`config.mk`:
```
export PLATFORM = sky130hd
export DESIGN_NAME = sbg_serial_break_generator
export DESIGN_NICKNAME = d
export VERILOG_FILES = /design/src/verilog/sbg_pkg.sv /design/src/verilog/sbg_serial_break_generator.sv
export SDC_FILE = /design/constraint.sdc
export NUM_CORES = 1
export LEC_CHECK = 0
export ABC_AREA = 1
export BUFFER_PORTS_ARGS = -buffer_cell sky130_fd_sc_hd__clkbuf_2
export CAP_MARGIN = 20
export CORE_UTILIZATION = 40
export CTS_BUF_LIST = sky130_fd_sc_hd__clkbuf_16
export DETAILED_ROUTE_END_ITERATION = 8
export GPL_TIMING_DRIVEN = 0
export HOLD_SLACK_MARGIN = 0.08
export SLEW_MARGIN = 20
export SYNTH_ARGS = -nofsm -noshare
export SYNTH_HDL_FRONTEND = slang
export SYNTH_SLANG_ARGS = --single-unit
```
`constraint.sdc`:
```
create_clock -name ref_clk -period 1.04 [get_ports ref_clk]
set_clock_uncertainty 0.05 [all_clocks]
set_input_delay 0.208 -clock ref_clk [delete_from_list [all_inputs] [get_ports ref_clk]]
set_output_delay 0.208 -clock ref_clk [all_outputs]
set_load 0.02 [all_outputs]
```
`src/verilog/sbg_pkg.sv`:
```
// constants and state codes for the serial break and idle generator
`default_nettype none
package sbg_pkg;
	// frame lengths in bit times
	localparam logic [3:0] SBG_FRAME_BITS_SHORT = 4'hA;
	localparam logic [3:0] SBG_FRAME_BITS_LONG = 4'hB;
	// documented default of the baud divider field width
	localparam int SBG_DIV_WIDTH = 8;
	// line levels
	localparam logic SBG_LINE_MARK = 1'h1;
	localparam logic SBG_LINE_SPACE = 1'h0;
	// reset values
	localparam logic [3:0] SBG_BIT_CNT_RESET = 4'h0;

	typedef enum logic [3:0] {
		SBG_OFF = 4'h1,
		SBG_READY = 4'h2,
		SBG_IDLE = 4'h4,
		SBG_BREAK = 4'h8
	} sbg_state_t;
endpackage : sbg_pkg
`default_nettype wire

```
`src/verilog/sbg_serial_break_generator.sv`:
```
// break and idle frame generator for the serial transmit line
`timescale 1ns/1ps
`default_nettype none
// overview of operation
// four states: off, ready, idle frame, break frame
// off while the transmit enable is low; no frame starts there
// ready waits for a queued idle or a break request
// an idle frame holds the line at mark for one frame length
// a break frame holds the line at space for one frame length
// frame length is 10 or 11 bit times, picked by word_length
// one bit time is baud_divider plus one clock cycles
// the divider restarts at each frame start
// so a break never picks up a stale partial bit from before
// a frame in progress always runs to its end
// so dropping the enable mid frame never cuts a break short
// a rising enable queues one idle frame
// a rising break request queues one break
// a request held high is seen again at every frame end
// so a held request gives breaks back to back with no gap
// a queued idle always goes out before any break
// so the line shows a clean mark ahead of the first break after the enable rises, unless it rises on a break frame's last cycle
// a request taken straight from ready is consumed on that edge
// otherwise the latched copy would send a second break
// all three outputs come straight from flops
// they are loaded from the next state so they line up with it
// limitation: a break request that rises and falls while disabled
// is kept and sent after the queued idle once enabled again
// limitation: word_length is sampled only at frame start
// a change mid frame takes effect on the following frame
// trade-off: one clock of latency from request to line, in return
// for glitch free registered outputs
module sbg_serial_break_generator
	import sbg_pkg::*;
#(
	parameter int DIV_W = SBG_DIV_WIDTH
) (
	input wire logic ref_clk,
	input wire logic nrst,
	input wire logic break_request,
	input wire logic transmit_enable,
	input wire logic word_length,
	input wire logic [DIV_W-1:0] baud_divider,
	output logic serial_tx,
	output logic frame_active,
	output logic break_active
);
	// reset synchroniser pair
	logic rst_meta;
	logic rst_n;

	// frame sequencer
	sbg_state_t state;
	sbg_state_t next_state;

	// bit timing
	logic [DIV_W-1:0] div_cnt;
	logic [3:0] bit_cnt;
	logic [3:0] frame_last;

	// request tracking
	logic brk_prev;
	logic te_prev;
	logic break_pending;
	logic idle_pending;
	logic break_taken;

	// frame timing strobes
	logic bit_tick;
	logic frame_end;
	logic frame_start;

	// reset released through two flops, asserted at once
	always_ff @(posedge ref_clk or negedge nrst) begin
		if (!nrst) begin
			rst_meta <= 1'b0;
			rst_n <= 1'b0;
		end else begin
			rst_meta <= 1'b1;
			rst_n <= rst_meta;
		end
	end

	assign bit_tick = (div_cnt == baud_divider);
	assign frame_end = (state == SBG_IDLE || state == SBG_BREAK) && bit_tick
		&& (bit_cnt == frame_last);
	assign frame_start = (next_state == SBG_IDLE || next_state == SBG_BREAK)
		&& (state == SBG_READY || frame_end);

	// choose the next frame; idle always ahead of break
	always_comb begin
		next_state = state;
		case (state)
			SBG_OFF: begin
				if (transmit_enable) begin
					next_state = SBG_READY;
				end
			end
			SBG_READY, SBG_IDLE, SBG_BREAK: begin
				if (state == SBG_READY || frame_end) begin
					if (!transmit_enable) begin
						next_state = SBG_OFF;
					end else if (idle_pending) begin
						next_state = SBG_IDLE;
					end else if (break_pending || break_request) begin
						next_state = SBG_BREAK;
					end else begin
						next_state = SBG_READY;
					end
				end
			end
			default: next_state = SBG_OFF;
		endcase
	end

	always_ff @(posedge ref_clk or negedge rst_n) begin
		if (!rst_n) begin
			state <= SBG_OFF;
		end else begin
			state <= next_state;
		end
	end

	// edge detector on the break request; idles low like its pin
	always_ff @(posedge ref_clk or negedge rst_n) begin
		if (!rst_n) begin
			brk_prev <= 1'b0;
		end else begin
			brk_prev <= break_request;
		end
	end

	// edge detector on the enable; high at release counts as a rise
	always_ff @(posedge ref_clk or negedge rst_n) begin
		if (!rst_n) begin
			te_prev <= 1'b0;
		end else begin
			te_prev <= transmit_enable;
		end
	end

	// a break frame starting now consumes the request
	assign break_taken = frame_start && (next_state == SBG_BREAK);

	// a short pulse is caught so it still yields a break, but only one:
	// a rise taken on the very edge it is seen is not kept as well
	always_ff @(posedge ref_clk or negedge rst_n) begin
		if (!rst_n) begin
			break_pending <= 1'b0;
		end else begin
			break_pending <= ((break_request && !brk_prev) && !break_taken)
				|| (break_pending && !break_taken);
		end
	end

	// enable rising queues one idle; a new edge wins over the clear
	always_ff @(posedge ref_clk or negedge rst_n) begin
		if (!rst_n) begin
			idle_pending <= 1'b0;
		end else begin
			idle_pending <= (transmit_enable && !te_prev)
				|| (idle_pending && !(frame_start && next_state == SBG_IDLE));
		end
	end

	// divider restarts with each frame so no stale partial bit stretches it
	always_ff @(posedge ref_clk or negedge rst_n) begin
		if (!rst_n) begin
			div_cnt <= '0;
		end else if (frame_start || bit_tick) begin
			div_cnt <= '0;
		end else begin
			div_cnt <= div_cnt + {{(DIV_W-1){1'b0}}, 1'b1};
		end
	end

	// bit position within the frame; wraps harmlessly outside frames
	always_ff @(posedge ref_clk or negedge rst_n) begin
		if (!rst_n) begin
			bit_cnt <= SBG_BIT_CNT_RESET;
		end else if (frame_start) begin
			bit_cnt <= SBG_BIT_CNT_RESET;
		end else if (bit_tick) begin
			bit_cnt <= bit_cnt + 4'h1;
		end
	end

	// length latched at frame start, later changes wait for next frame
	always_ff @(posedge ref_clk or negedge rst_n) begin
		if (!rst_n) begin
			frame_last <= SBG_FRAME_BITS_SHORT - 4'h1;
		end else if (frame_start) begin
			frame_last <= (word_length ? SBG_FRAME_BITS_LONG : SBG_FRAME_BITS_SHORT)
				- 4'h1;
		end
	end

	// line driver: space for whole break including stop positions
	always_ff @(posedge ref_clk or negedge rst_n) begin
		if (!rst_n) begin
			serial_tx <= SBG_LINE_MARK;
		end else begin
			serial_tx <= (next_state == SBG_BREAK) ? SBG_LINE_SPACE : SBG_LINE_MARK;
		end
	end

	// busy flag covers idle and break frames alike
	always_ff @(posedge ref_clk or negedge rst_n) begin
		if (!rst_n) begin
			frame_active <= 1'b0;
		end else begin
			frame_active <= (next_state == SBG_IDLE) || (next_state == SBG_BREAK);
		end
	end

	// break flag, high exactly while the line is held at space
	always_ff @(posedge ref_clk or negedge rst_n) begin
		if (!rst_n) begin
			break_active <= 1'b0;
		end else begin
			break_active <= (next_state == SBG_BREAK);
		end
	end
endmodule : sbg_serial_break_generator
`default_nettype wire
```
==> flow_metrics.tcl <==
set metrics [dict create \
    slew_violations 0 \
    path_common_cell "nand2_1" \
    grt_max_degree 26 \
    post-route-period-util_pct 152.0 \
    cts_buffers 3 \
    tritoncts "done" \
    design.core.area_mm2 0.003416 \
    path_delay_family "simple AND/OR/NAND/NOR gates" \
    synth_ff_type "dfrtp_1" \
    cts.path.max_buffers 2 \
    fin_cells 266 \
    synthCells 190 \
    max_freq_ghz 0.6326 \
    cts.sinks 27 \
    initial_core_util_pct 42.71 \
    die_area_mm2 0.003893 \
    period_minus_slack_ps 1581 \
    synth.cell_area_mm2 0.001459 \
    synth_top_area_share_pct 41.17 \
    violations "setup timing" \
    critPathCaptureType "flop" \
    drv_cap 0 \
    crit_chain "inv_2, nand2_1, nand2_1, nor2_1, nand2_1, nor2_2, nand2_4, nand2_4, o21ai_4, nand2_8, nor2_2" \
    nFillCells 348 \
    crit_required_ps 1140 \
    drt_iter0_markers 21 \
    routed_via_density 4.429 \
    grt_pass1_vias 1166 \
    reg2reg_from "frame_last[0]" \
    die_w_um 62.39 \
    area_growth_pct 23.76 \
    n_antenna_cell 0 \
    hold_path.class "input port to flop" \
    num-nets-final 236 \
    rr_endpoint "div_cnt[1]" \
    place_hpwl_mm 1.791 \
    synth_common_cells "60 x nand2_1, 39 x inv_1, 24 x dfrtp_1" \
    yosysSeqAreaShare_pct 46.57 \
    hold_viol 0 \
    dp.cells 251 \
    critPathBufInv 1 \
    ys_ff_latch 27 \
    grt_pass1_wl_mm 4.650 \
    avgSynthCellArea_um2 7.678 \
    start_kind "flop" \
    syn_nets 205 \
    async_reset_ff_share_pct 100.0 \
    hold-path-endpoint "frame_last[1]" \
    rows 21 \
    outcome "finished with violations" \
    io_pins 16 \
    crit_slowest_cell "dfstp_2" \
    worst_pin_slew_ps 546.8 \
    drtPass1Iterations 3 \
    wirelength_mm 2.514 \
    antenna_found_initial 0 \
    yosysTopAreaCell "dfrtp_1" \
    clk_pin_slew_worst_paths_ps 60 \
    routabilityCongestion 0.7627 \
    clock-root-buffer "clkbuf_16" \
    ys_warn_count 0 \
    cp_max_fo 8 \
    hold_depth 3 \
    routed-via-count 1178 \
    io_buffers 15 \
    min_from "word_length" \
    cp_data_arrival_time_ps 1680 \
    htreeDepth 1 \
    yosysMostFrequentCell "nand2_1" \
    die_h_um 62.39 \
    synth.area.top_cells "dfrtp_1 41%, nand2_1 15%, inv_1 10%" \
    grt_use_total_pct 15.06 \
    worst-setup-path-type "flop to flop" \
    ant_nets 0 \
    p_leak_uw 0.001020 \
    synth_cell_types 25 \
    setup_ws_ps -540.8 \
    grt.overflow.total 0 \
    rsz0062_at_grt "true" \
    synth_edf_count 0 \
    setup_violations 24 \
    r2r_setup_slack_ps -540 \
    drive_above_1_share_pct 26.36 \
    wl_per_cell_um 9.451 \
    clock_latency_ps 260 \
    maxSlewHeadroom_pct 63.55 \
    worstRegToRegCells 11 \
    drc_errors 0 \
    power_density_mw_per_mm2 2315 \
    max_stage_delay_ps 540 \
    holdWs_ps 160.6 \
    vdd_ir_drop_max_mv 1.443 \
]
## metal layers
layer | GRT usage (%) | wire (um) | up-vias
li1 | - | - | 625
met1 | 16.55 | 1107 | 534
met5 | 0 | 0 | -
met4 | 6.395 | 44 | 0
met3 | 2.737 | 72 | 5
met2 | 28.16 | 1290 | 14
## cells by family after synthesis
group	share of synthesized area, %
AOI/OAI and AO/OA	5.231
xor gates and xnor gates	2.402
and+or+nand+nor	32.76
DFF	46.57
adders and majority gates	1.715
buffers and inverters	11.06
other	0.2570
## metrics by stage
step / TNS [ps] / utilization, % / setup WS, ps / instance area [um^2] / power (uW)
2_1_floorplan: -8439 / - / -429.1 / 1466 / 2854
3_3_place_gp: -13850 / 46.81 / -567.2 / 1599 / 3084
3_5_place_dp: -15290 / 46.81 / -591.1 / 1599 / 3147
4_1_cts: -12100 / 52.23 / -578.1 / 1784 / 4195
5_1_grt: -14200 / 52.86 / -658.3 / 1805 / 4567
6_report: -11220 / 52.86 / -540.8 / 1805 / 4180
## layout by cell type, fill, tap and decap left out, drive strengths merged
cell / instances
o211ai: 2
nand3: 8
nand2: 65
clkbuf: 15
dlygate4sd3: 3
dfstp: 3
clkinv: 1
inv: 43
xnor2: 1
ha: 2
conb: 1
nor2: 23
nor4: 1
buf: 11
dfrtp: 24
nand4: 1
o21ai: 5
a21oi: 5
xor2: 3
nor3: 3
## where the power goes
| part | switching, uW | internal, uW |
|---|---|---|
| Clock | 342 | 518 |
| Combinational | 923 | 705 |
| Sequential | 271 | 1420 |
| Total | 1540 | 2640 |
## worst max-delay path by stage
| stage | startpoint | endpoint | slack, ps | depth (start not counted) |
|---|---|---|---|---|
| after floorplan | frame_last[0] | div_cnt[2] | -430 | 11 |
| after global placement | div_cnt[0] | div_cnt[0] | -570 | 11 |
| after detailed placement | div_cnt[6] | div_cnt[0] | -590 | 11 |
| after CTS | frame_last[0] | div_cnt[4] | -580 | 11 |
| after global routing | frame_last[0] | div_cnt[2] | -660 | 11 |
| final | frame_last[0] | div_cnt[1] | -540 | 11 |
## area by class of cell
cell class	instances	area, um^2	share of cell area (%)
Tap cell	46	57.56	3.188
Clock buffer	3	75.07	4.158
Inverter	43	161.4	8.940
Sequential cell	27	680.7	37.70
Timing Repair Buffer	26	191.4	10.60
Multi-Input combinational cell	120	634.4	35.14
Clock inverter	1	5.005	0.2772
## timing repair
action	CTS	global route
gates resized for setup	5	9
hold buffers	3	0
endpoints found under the setup margin	47	26
hold endpoints to repair	4	0
pin swaps	7	7
buffers inserted	8	0
cloned	0	0
## state kept, by name, indices dropped and copies added, names as in the netlist
signal / cells
div_cnt: 8
bit_cnt: 4
state: 4
frame_last: 2
break_active: 1
break_pending: 1
brk_prev: 1
frame_active: 1
idle_pending: 1
rst_meta: 1
rst_n: 1
serial_tx: 1
te_prev: 1
## worst min-delay path: cells and delay by family
family | cells | cell delay, ps
compound gates | 1 | 80
buf+inv | 1 | 90
simple gates | 1 | 50
No activity file was read; power rests on OpenSTA's default activity.
